==> src/hw/emb_pkg.sv <==
package emb_pkg;

	// Bus widths, buffer size and synchroniser depth
	localparam int unsigned ADDR_W = 16;
	localparam int unsigned DATA_W = 8;
	localparam int unsigned FIFO_DEPTH = 16;
	localparam int unsigned SYNC_STAGES = 3;

	// Machine cycle: six states of two oscillator clocks, two bus slots
	localparam logic [2:0] ST_SLOT0_END = 3'h2;
	localparam logic [2:0] ST_SLOT1 = 3'h3;
	localparam logic [2:0] ST_LAST = 3'h5;
	localparam logic [2:0] ALE_POS_END = 3'h2;

	// Reset qualification at the fifth state, second phase
	localparam logic [2:0] RST_SAMPLE_ST = 3'h4;
	localparam logic RST_SAMPLE_PH = 1'b1;
	localparam logic [1:0] RST_QUAL_SAMPLES = 2'h2;

	// On-chip program store limit and auxiliary control location
	localparam logic [15:0] IROM_LIMIT = 16'h4000;
	localparam logic [7:0] AUX_CTRL_ADDR = 8'h8E;
	localparam int unsigned AUX_ALE_OFF_BIT = 0;

	// Pin reset values
	localparam logic [7:0] PORT_IDLE = 8'hFF;

	// Bus operation of one slot
	typedef enum logic [1:0] {
		OP_NONE = 2'b00,
		OP_IFETCH = 2'b01,
		OP_XFETCH = 2'b11,
		OP_DATA = 2'b10
	} emb_op_e;

	// External bus pins
	typedef struct packed {
		logic ale;
		logic program_store_strobe_b;
		logic rd_b;
		logic wr_b;
		logic [7:0] p0_out;
		logic p0_oe;
		logic [7:0] p2_out;
	} emb_bus_s;

	// Data memory request from the core
	typedef struct packed {
		logic we;
		logic [15:0] addr;
		logic [7:0] wdata;
	} emb_mreq_s;

endpackage : emb_pkg

==> src/hw/emb_fifo.sv <==
module emb_fifo #(
	parameter int unsigned WIDTH = 8,
	parameter int unsigned DEPTH = 16
) (
	// Clock and reset
	input wire logic core_clk,
	input wire logic rst_b,
	// Filling side
	input wire logic in_valid,
	input wire logic [WIDTH-1:0] in_data,
	output logic in_ready,
	// Draining side
	output logic out_valid,
	output logic [WIDTH-1:0] out_data,
	input wire logic out_ready
);
	localparam int unsigned CNT_W = $clog2(DEPTH + 1);
	localparam logic [CNT_W-1:0] FULL = CNT_W'(DEPTH);

	logic [WIDTH-1:0] mem [DEPTH];
	logic [WIDTH-1:0] next_mem [DEPTH];
	logic [CNT_W-1:0] count;
	logic [CNT_W-1:0] next_count;
	logic [CNT_W-1:0] wr_idx;
	logic do_push;
	logic do_pop;

	// Head always sits in entry 0 so the output comes straight from a flop
	assign do_push = in_valid && in_ready;
	assign do_pop = out_valid && out_ready;
	assign wr_idx = do_pop ? count - CNT_W'(1) : count;
	assign out_data = mem[0];

	always_comb begin
		next_count = count;
		if (do_push && !do_pop) begin
			next_count = count + CNT_W'(1);
		end else if (do_pop && !do_push) begin
			next_count = count - CNT_W'(1);
		end
	end

	// Each entry shifts toward the head on a pop and takes new data at the tail
	for (genvar i = 0; i < DEPTH; i++) begin : g_entry
		always_comb begin
			next_mem[i] = mem[i];
			if (do_pop) begin
				if (i < DEPTH - 1) begin
					next_mem[i] = mem[(i < DEPTH - 1) ? i + 1 : i];
				end
			end
			if (do_push && wr_idx == CNT_W'(i)) begin
				next_mem[i] = in_data;
			end
		end
		always_ff @(posedge core_clk) begin
			mem[i] <= next_mem[i];
		end
	end

	// Flags registered from the next count, so they are honest every cycle
	always_ff @(posedge core_clk) begin
		if (!rst_b) begin
			count <= '0;
			out_valid <= 1'b0;
			in_ready <= 1'b0;
		end else begin
			count <= next_count;
			out_valid <= (next_count != '0);
			in_ready <= (next_count != FULL);
		end
	end

endmodule : emb_fifo

==> src/hw/emb_ctrl.sv <==
module emb_ctrl
	import emb_pkg::*;
(
	// Clock and reset
	input wire logic core_clk,
	input wire logic rst_b,
	// Device pins
	input wire logic external_fetch_select_b,
	input wire logic reset_pin,
	input wire logic [7:0] p0_in,
	output emb_bus_s bus_pins,
	// Auxiliary control bit 0, held by the core
	input wire logic aux_ale_off,
	// Code fetch requests
	input wire logic fetch_req,
	input wire logic [15:0] fetch_addr,
	output logic fetch_taken,
	// On-chip program store
	output logic [15:0] irom_addr,
	input wire logic [7:0] irom_data,
	// Fetched code bytes
	output logic code_valid,
	output logic [7:0] code_data,
	input wire logic code_ready,
	// Data memory requests
	input wire logic data_req,
	input wire emb_mreq_s data_cmd,
	output logic data_taken,
	output logic data_done,
	output logic [7:0] data_rdata,
	// Qualified reset to the core
	output logic core_reset
);

	// Pin synchronisers and reset qualification state
	logic [SYNC_STAGES-1:0] sel_sync;
	logic [SYNC_STAGES-1:0] rst_sync;
	logic [7:0] p0_sync [SYNC_STAGES];
	logic sel_lvl;
	logic rst_lvl;
	logic [1:0] rst_cnt;
	logic next_sel_lvl;
	logic next_rst_lvl;
	logic [1:0] next_rst_cnt;
	logic next_core_reset;

	// Bus sequencer state
	logic phase;
	logic [2:0] state;
	emb_op_e op;
	logic [15:0] addr;
	logic we;
	logic [7:0] wdata;
	logic next_phase;
	logic [2:0] next_state;
	emb_op_e next_op;
	logic [15:0] next_addr;
	logic next_we;
	logic [7:0] next_wdata;
	logic next_fetch_taken;
	logic next_data_taken;
	logic next_data_done;
	logic [7:0] next_rdata;
	logic [15:0] next_irom_addr;
	emb_bus_s next_bus;
	logic push;
	logic [7:0] push_data;
	logic next_push;
	logic [7:0] next_push_data;
	logic fifo_in_ready;
	logic slot_end;
	logic ext_op;
	logic [2:0] pos;
	logic [4:0] credit;
	logic [4:0] next_credit;
	logic aux_quiet;
	logic next_aux_quiet;

	// Three-stage synchronisers; only the last two stages are compared
	always_ff @(posedge core_clk) begin
		if (!rst_b) begin
			sel_sync <= '1;
			rst_sync <= '0;
			p0_sync <= '{default: PORT_IDLE};
		end else begin
			sel_sync <= {sel_sync[SYNC_STAGES-2:0], external_fetch_select_b};
			rst_sync <= {rst_sync[SYNC_STAGES-2:0], reset_pin};
			p0_sync <= '{p0_in, p0_sync[0], p0_sync[1]};
		end
	end

	// Levels change only when stages two and three agree, which also drops glitches
	always_comb begin
		next_sel_lvl = sel_lvl;
		next_rst_lvl = rst_lvl;
		if (sel_sync[1] == sel_sync[2]) begin
			next_sel_lvl = sel_sync[2];
		end
		if (rst_sync[1] == rst_sync[2]) begin
			next_rst_lvl = rst_sync[2];
		end
	end

	// One reset sample per machine cycle at the fixed sample phase
	always_comb begin
		next_rst_cnt = rst_cnt;
		next_core_reset = core_reset;
		if (state == RST_SAMPLE_ST && phase == RST_SAMPLE_PH) begin
			if (!rst_lvl) begin
				next_rst_cnt = '0;
			end else if (rst_cnt != RST_QUAL_SAMPLES) begin
				next_rst_cnt = rst_cnt + 2'h1;
			end
			// Two consecutive high samples are needed; one short pulse does nothing
			next_core_reset = rst_lvl && (rst_cnt + 2'h1 >= RST_QUAL_SAMPLES);
		end
	end

	always_ff @(posedge core_clk) begin
		if (!rst_b) begin
			sel_lvl <= 1'b1;
			rst_lvl <= 1'b0;
			rst_cnt <= '0;
			core_reset <= 1'b0;
		end else begin
			sel_lvl <= next_sel_lvl;
			rst_lvl <= next_rst_lvl;
			rst_cnt <= next_rst_cnt;
			core_reset <= next_core_reset;
		end
	end

	// Timing base: phase halves the oscillator, state steps once per two clocks
	assign slot_end = phase && (state == ST_SLOT0_END || state == ST_LAST);

	// Completion of the running slot, then choice of the next slot's operation
	always_comb begin
		next_phase = ~phase;
		next_state = state;
		if (phase) begin
			next_state = (state == ST_LAST) ? 3'h0 : state + 3'h1;
		end
		next_op = op;
		next_addr = addr;
		next_we = we;
		next_wdata = wdata;
		next_fetch_taken = 1'b0;
		next_data_taken = 1'b0;
		next_data_done = 1'b0;
		next_rdata = data_rdata;
		next_irom_addr = irom_addr;
		next_push = 1'b0;
		next_push_data = push_data;
		if (slot_end) begin
			case (op)
				OP_XFETCH: begin
					next_push = 1'b1;
					next_push_data = p0_sync[SYNC_STAGES-1];
				end
				OP_IFETCH: begin
					next_push = 1'b1;
					next_push_data = irom_data;
				end
				OP_DATA: begin
					if (state == ST_LAST) begin
						next_data_done = 1'b1;
						next_rdata = we ? wdata : p0_sync[SYNC_STAGES-1];
					end
				end
				default: begin
					next_push = 1'b0;
				end
			endcase
			if (op == OP_DATA && state == ST_SLOT0_END) begin
				next_op = OP_DATA;
			end else if (core_reset) begin
				// The core is held in reset: no new bus traffic starts
				next_op = OP_NONE;
			end else if (data_req && state == ST_LAST) begin
				// Data accesses take a whole machine cycle, so they start only at slot 0
				next_op = OP_DATA;
				next_addr = data_cmd.addr;
				next_we = data_cmd.we;
				next_wdata = data_cmd.wdata;
				next_data_taken = 1'b1;
			end else if (fetch_req && fifo_in_ready && credit != 5'(FIFO_DEPTH)) begin
				// A fetch starts only while the buffer has room for its byte
				next_fetch_taken = 1'b1;
				next_addr = fetch_addr;
				next_irom_addr = fetch_addr;
				if (sel_lvl && fetch_addr < IROM_LIMIT) begin
					next_op = OP_IFETCH;
				end else begin
					next_op = OP_XFETCH;
				end
			end else begin
				next_op = OP_NONE;
			end
		end
	end

	// Credit counts bytes owed to the core, the one still on the bus included,
	// because the buffer's ready flag cannot see a byte that has not arrived yet
	always_comb begin
		next_credit = credit;
		if (next_fetch_taken && !(code_valid && code_ready)) begin
			next_credit = credit + 5'h01;
		end else if (!next_fetch_taken && code_valid && code_ready) begin
			next_credit = credit - 5'h01;
		end
		// Quiet mode is taken only at slot boundaries, so no latch pulse is ever cut short
		next_aux_quiet = slot_end ? aux_ale_off : aux_quiet;
	end

	always_ff @(posedge core_clk) begin
		if (!rst_b) begin
			credit <= '0;
			aux_quiet <= 1'b0;
		end else begin
			credit <= next_credit;
			aux_quiet <= next_aux_quiet;
		end
	end

	// Pin values for the coming clock, derived from the next timing position
	always_comb begin
		pos = (next_state >= ST_SLOT1) ? 3'((next_state - ST_SLOT1) * 3'h2 + {2'h0, next_phase})
			: 3'(next_state * 3'h2 + {2'h0, next_phase});
		ext_op = (next_op == OP_XFETCH) || (next_op == OP_DATA);
		next_bus = bus_pins;
		// Runs every three states unless the data cycle or quiet mode drops it
		next_bus.ale = (pos < ALE_POS_END)
			&& !(next_op == OP_DATA && next_state >= ST_SLOT1)
			&& (!next_aux_quiet || ext_op);
		next_bus.program_store_strobe_b = !(next_op == OP_XFETCH && pos >= ALE_POS_END);
		next_bus.rd_b = !(next_op == OP_DATA && !next_we && next_state != 3'h0);
		next_bus.wr_b = !(next_op == OP_DATA && next_we && next_state != 3'h0);
		next_bus.p0_oe = 1'b0;
		next_bus.p0_out = PORT_IDLE;
		if (ext_op && next_state != 3'h0 && !(next_op == OP_DATA && next_state >= 3'h1) && pos < ALE_POS_END) begin
			next_bus.p0_oe = 1'b0;
		end
		if (ext_op && pos < ALE_POS_END && !(next_op == OP_DATA && next_state >= ST_SLOT1)) begin
			// Low address byte stands on the port while the latch strobe is high
			next_bus.p0_oe = 1'b1;
			next_bus.p0_out = next_addr[7:0];
		end else if (next_op == OP_DATA && next_we && next_state != 3'h0) begin
			next_bus.p0_oe = 1'b1;
			next_bus.p0_out = next_wdata;
		end
		if (ext_op) begin
			next_bus.p2_out = next_addr[15:8];
		end
	end

	always_ff @(posedge core_clk) begin
		if (!rst_b) begin
			// Parked on the last clock of a slot, so the first pins after release open a whole slot
			phase <= 1'b1;
			state <= ST_LAST;
			op <= OP_NONE;
			addr <= '0;
			we <= 1'b0;
			wdata <= '0;
			fetch_taken <= 1'b0;
			data_taken <= 1'b0;
			data_done <= 1'b0;
			data_rdata <= '0;
			irom_addr <= '0;
			push <= 1'b0;
			push_data <= '0;
			bus_pins <= '{ale: 1'b0, program_store_strobe_b: 1'b1, rd_b: 1'b1, wr_b: 1'b1,
				p0_out: PORT_IDLE, p0_oe: 1'b0, p2_out: PORT_IDLE};
		end else begin
			phase <= next_phase;
			state <= next_state;
			op <= next_op;
			addr <= next_addr;
			we <= next_we;
			wdata <= next_wdata;
			fetch_taken <= next_fetch_taken;
			data_taken <= next_data_taken;
			data_done <= next_data_done;
			data_rdata <= next_rdata;
			irom_addr <= next_irom_addr;
			push <= next_push;
			push_data <= next_push_data;
			bus_pins <= next_bus;
		end
	end

	// Fetched bytes queue toward the core; a full queue holds off new fetches
	emb_fifo #(
		.WIDTH(DATA_W),
		.DEPTH(FIFO_DEPTH)
	) u_code_fifo (
		.core_clk(core_clk),
		.rst_b(rst_b),
		.in_valid(push),
		.in_data(push_data),
		.in_ready(fifo_in_ready),
		.out_valid(code_valid),
		.out_data(code_data),
		.out_ready(code_ready)
	);

endmodule : emb_ctrl

==> config.mk <==
export PLATFORM = sky130hd
export DESIGN_NAME = emb_ctrl
export DESIGN_NICKNAME = d
export VERILOG_FILES = /design/src/hw/emb_pkg.sv /design/src/hw/emb_fifo.sv /design/src/hw/emb_ctrl.sv
export SDC_FILE = /design/constraint.sdc
export NUM_CORES = 1
export LEC_CHECK = 0
export ABC_CLOCK_PERIOD_IN_PS = 4300
export BUFFER_PORTS_ARGS = -buffer_cell sky130_fd_sc_hd__buf_2
export CAP_MARGIN = 0
export CORE_ASPECT_RATIO = 0.6
export CORE_MARGIN = 5
export CORE_UTILIZATION = 51
export CTS_CLUSTER_SIZE = 16
export DETAILED_ROUTE_END_ITERATION = 10
export HOLD_SLACK_MARGIN = 0.06
export PLACE_DENSITY = 0.71
export SYNTH_ARGS = -nofsm -noshare
export SYNTH_HDL_FRONTEND = slang
export SYNTH_SLANG_ARGS = --single-unit
==> constraint.sdc <==
create_clock -name core_clk -period 4.3 [get_ports core_clk]
set_input_delay 0.645 -clock core_clk [delete_from_list [all_inputs] [get_ports core_clk]]
set_output_delay 0.645 -clock core_clk [all_outputs]
set_load 0.02 [all_outputs]
==> impl_results.md <==
- Cells along the critical path: inv_1, ha_1, or3b_2, o21a_1, nor3_4, nand2_2, o21ai_0
- Overall via count from detail_route: 7308
- Number of enable-type register cells in the synthesized netlist: 128
- Clock root buffer: clkbuf_16
- Buffering stage count on the worst path with inverters included: 1
- Stages on the worst setup path: 7
- Fraction of synthesized area in multiplexers: 14.8%
- Post-CTS setup repair buffer count: 0
- Critical-path maximum fanout: 12
- # Max-Cap Violations: 0
- Gr ovfl total: 0
- I/O Buffers: 122
- Transition at the pin with the smallest max-transition slack: 1220 ps
- CTS tree: done
- Ratio of total power to cell area: 520 nW/um^2
- Layout cell share with drive strength beyond 1: 32.2%
- Hpwl dp: 16700 um
- Die footprint: 24700 sq um
- Final Hold Violating Endpoints: 0
- Maximum level of the CTS H-tree: 1
- Routability congestion estimate from global placement: 0.873
- DR vias/cell: 5.53
- Max stage delay on crit path: 1010 ps
- Synth Area in Compound Gates: 8.76%
- Setup Viol. Count Final: 0
- Sum of negative setup slack: 0 ps
- Growth of design area from synthesis to finish: 15.9%
- Number of detailed-routing iterations run before antenna repair: 6
- Hold buffer count at cts: 0
- DRC violations left: 0
- Wire length on met2: 9650 um
- Sort of element at the start of the critical path: flip-flop
- Main combinational cell family by area after synthesis: multiplexers
- Met3 Wirelength: 1220 um
- Top Layer Used: met4
- Simple-gate share of the synthesized area: 12.4%
- Final Slew Violations: 0
- Number of nets still failing antenna checks after routing: 0
- TritonCTS buffer count: 25
- Path type of the worst min-delay path: input pin to flip-flop
- Start point of the worst min-delay path: p0_in[3]
- Clock latency at the later pin of the worst-skew pair: 510 ps
- Status: finished, final reports clean
- Commonest non-fill, non-tap cell in the layout: dfxtp_1
- Crit Reg-Reg Endpoint: u_code_fifo.mem[12][5]$_DFFE_PP_
- Static power due to leakage: 0.00457 uW
- Cell area after layout: 12700 sq um
- Final clock period utilization by the worst path: 79.9%
- Async set-reset flop share out of synthesis: 0%
- Iteration-0 DRC Markers: 387
- Via count of the first global-routing pass: 6999
- Post-Route Skew: 13.6 ps
- DRT met1 WL: 12300 um
- Adder-Cell Fraction of Synth Area: 1.21%
- Worst setup EP type: flip-flop
- Min cycle time layout: 3440 ps
- Net count after synthesis: 977
- Minimum setup slack among reg-to-reg paths: 860 ps
- Clock net sink count: 264
- Synthesis warning total: 0
- Vert. Die Dim: 124 um
- Worst max-slew margin expressed relative to the limit: 17.6%
- Post-Place Cells: 1276
- Peak supply drop: 0.349 mV
- Overall power of the completed layout: 6630 uW
- Number of resized instances in the post-cts repair step: 0
- Netlist area before placement: 11000 sq um
- Aggregate routed wire length: 23500 um
- Initial cell density of the core: 52.0%
- Non-Filler Instances: 1322
- Number of cells on the worst reg-to-reg path: 7
- Clock transition at the registers of the reported paths: 60 ps
- Data arrival time of the worst path: 3560 ps
- Max frequency: 0.291 GHz
- Number of distinct library cell variants in the gate-level netlist after synthesis: 63
- RSZ-0062 raised after global routing: no
- Count of nets after finishing: 1099
- Pin count of the biggest net entering global routing: 48
- Core outline area: 21100 sq um
- Worst path slowest cell: o21ai_0
- CP Class: flip-flop to flip-flop
- Post-synth top flop: dfxtp_1
- Critical Path RT: 4420 ps
- Layout filler cell count: 1690
- Mean post-synth cell area: 12.2 sq um
- Die width: 200 um
- Number of antenna violations at the first check in global routing: 1
- Crit path max-delay family: compound AO/OA/AOI/OAI gates
- Pre-CTS setup slack: 872 ps
- Setup ws final: 863 ps
- Overall Global Routing Usage: 19.1%
- Top-Level Pins: 123
- Instance count of the mapped netlist: 902
- Post-synthesis share of cell area spent on xor and xnor gates: 0.876%
- Wire length of the first global-routing pass: 38100 um
- Worst hold path depth: 2
- Number of rows created at floorplan: 41
- Register area: 6570 sq um
- Cell area after placement: 11900 sq um
- Maximum root-to-sink buffer count: 3
- Startpoint of the worst register-to-register path: u_code_fifo.count[0]$_SDFF_PN0_
- Area used by multi-input combinational logic: 4200 sq um
- Sink of the worst hold path: p0_sync[19]$_SDFF_PN1_
- Share of the yosys chip area belonging to registers: 59.7%
- Leading cell types in the layout, fill and taps excluded: dfxtp_1 (136), edfxtp_1 (128), buf_2 (122)
- Per-cell routed wire length: 17.8 um
- Post-synthesis register bit count: 264
through the flow:
step           hold WS [ps]  util (%)
2_1_floorplan           386         -
3_3_place_gp            387      56.5
3_5_place_dp            393      56.5
4_1_cts                 295      60.3
5_1_grt                 304      60.3
6_report                313      60.3
synthesized netlist by cell type (18+ instances only):
cell type    n  area share, %
a211oi_1    18            1.2
a21oi_1     40            1.8
clkbuf_1    39            1.3
dfxtp_1    136             25
edfxtp_1   128             35
mux2_2     121             12
mux2i_1     27            2.5
nand2_1     67            2.3
nand2b_1    29            1.6
nor2_1      64            2.2
nor3_1      34            1.5
o21ai_0     24            1.1
o22ai_1     18            1.0
layout make-up:
cell class / instances / area share [%]
Antenna cell: 1 / 0.0196
Clock buffer: 40 / 5.83
Timing Repair Buffer: 144 / 6.09
Sequential cell: 264 / 51.5
Inverter: 13 / 0.383
Multi-Input combinational cell: 576 / 32.9
Clock inverter: 5 / 0.491
Tap cell: 279 / 2.74
flip-flops by register name, indices dropped and copies added, names as in the netlist, 5 cells and up:
register / cells
bus_pins: 21
p0_sync: 24
addr: 16
push_data: 8
irom_addr: 16
data_rdata: 8
credit: 5
u_code_fifo.mem: 128
wdata: 8
u_code_fifo.count: 5
how the worst max path moves through the flow:
stage,from,end,slack (ps)
floorplan,data_req,credit[4]$_SDFFE_PN0P_,1090
global placement,u_code_fifo.count[0]$_SDFF_PN0_,u_code_fifo.mem[12][4]$_DFFE_PP_,1000
detailed placement,u_code_fifo.count[0]$_SDFF_PN0_,u_code_fifo.mem[12][5]$_DFFE_PP_,870
CTS,u_code_fifo.count[0]$_SDFF_PN0_,u_code_fifo.mem[12][5]$_DFFE_PP_,850
global route,u_code_fifo.count[0]$_SDFF_PN0_,u_code_fifo.mem[12][5]$_DFFE_PP_,570
finish,u_code_fifo.count[0]$_SDFF_PN0_,u_code_fifo.mem[12][5]$_DFFE_PP_,860
metal layers:
layer,vias up,GRT usage [%]
li1,3535,-
met1,3574,31.1
met2,169,26.8
met3,30,2.92
met4,0,3.69
met5,-,0
cell families (layout without fill, tap and decap cells):
logic type	Yosys count	after routing
buf+inv	62	202
fa+ha+maj	10	10
flops	264	264
xor+xnor	11	11
simple gates	259	259
mux	148	148
compound gates	148	148
other cells	0	1
report_power, final:
part	leakage (uW)	total (uW)	internal [uW]	switching, uW
clock	0.000398	2150	1250	902
sequential	0.00230	3200	3030	171
combinational	0.00188	1280	499	780
total	0.00457	6630	4770	1850
Power figures use the tool's default switching activity.
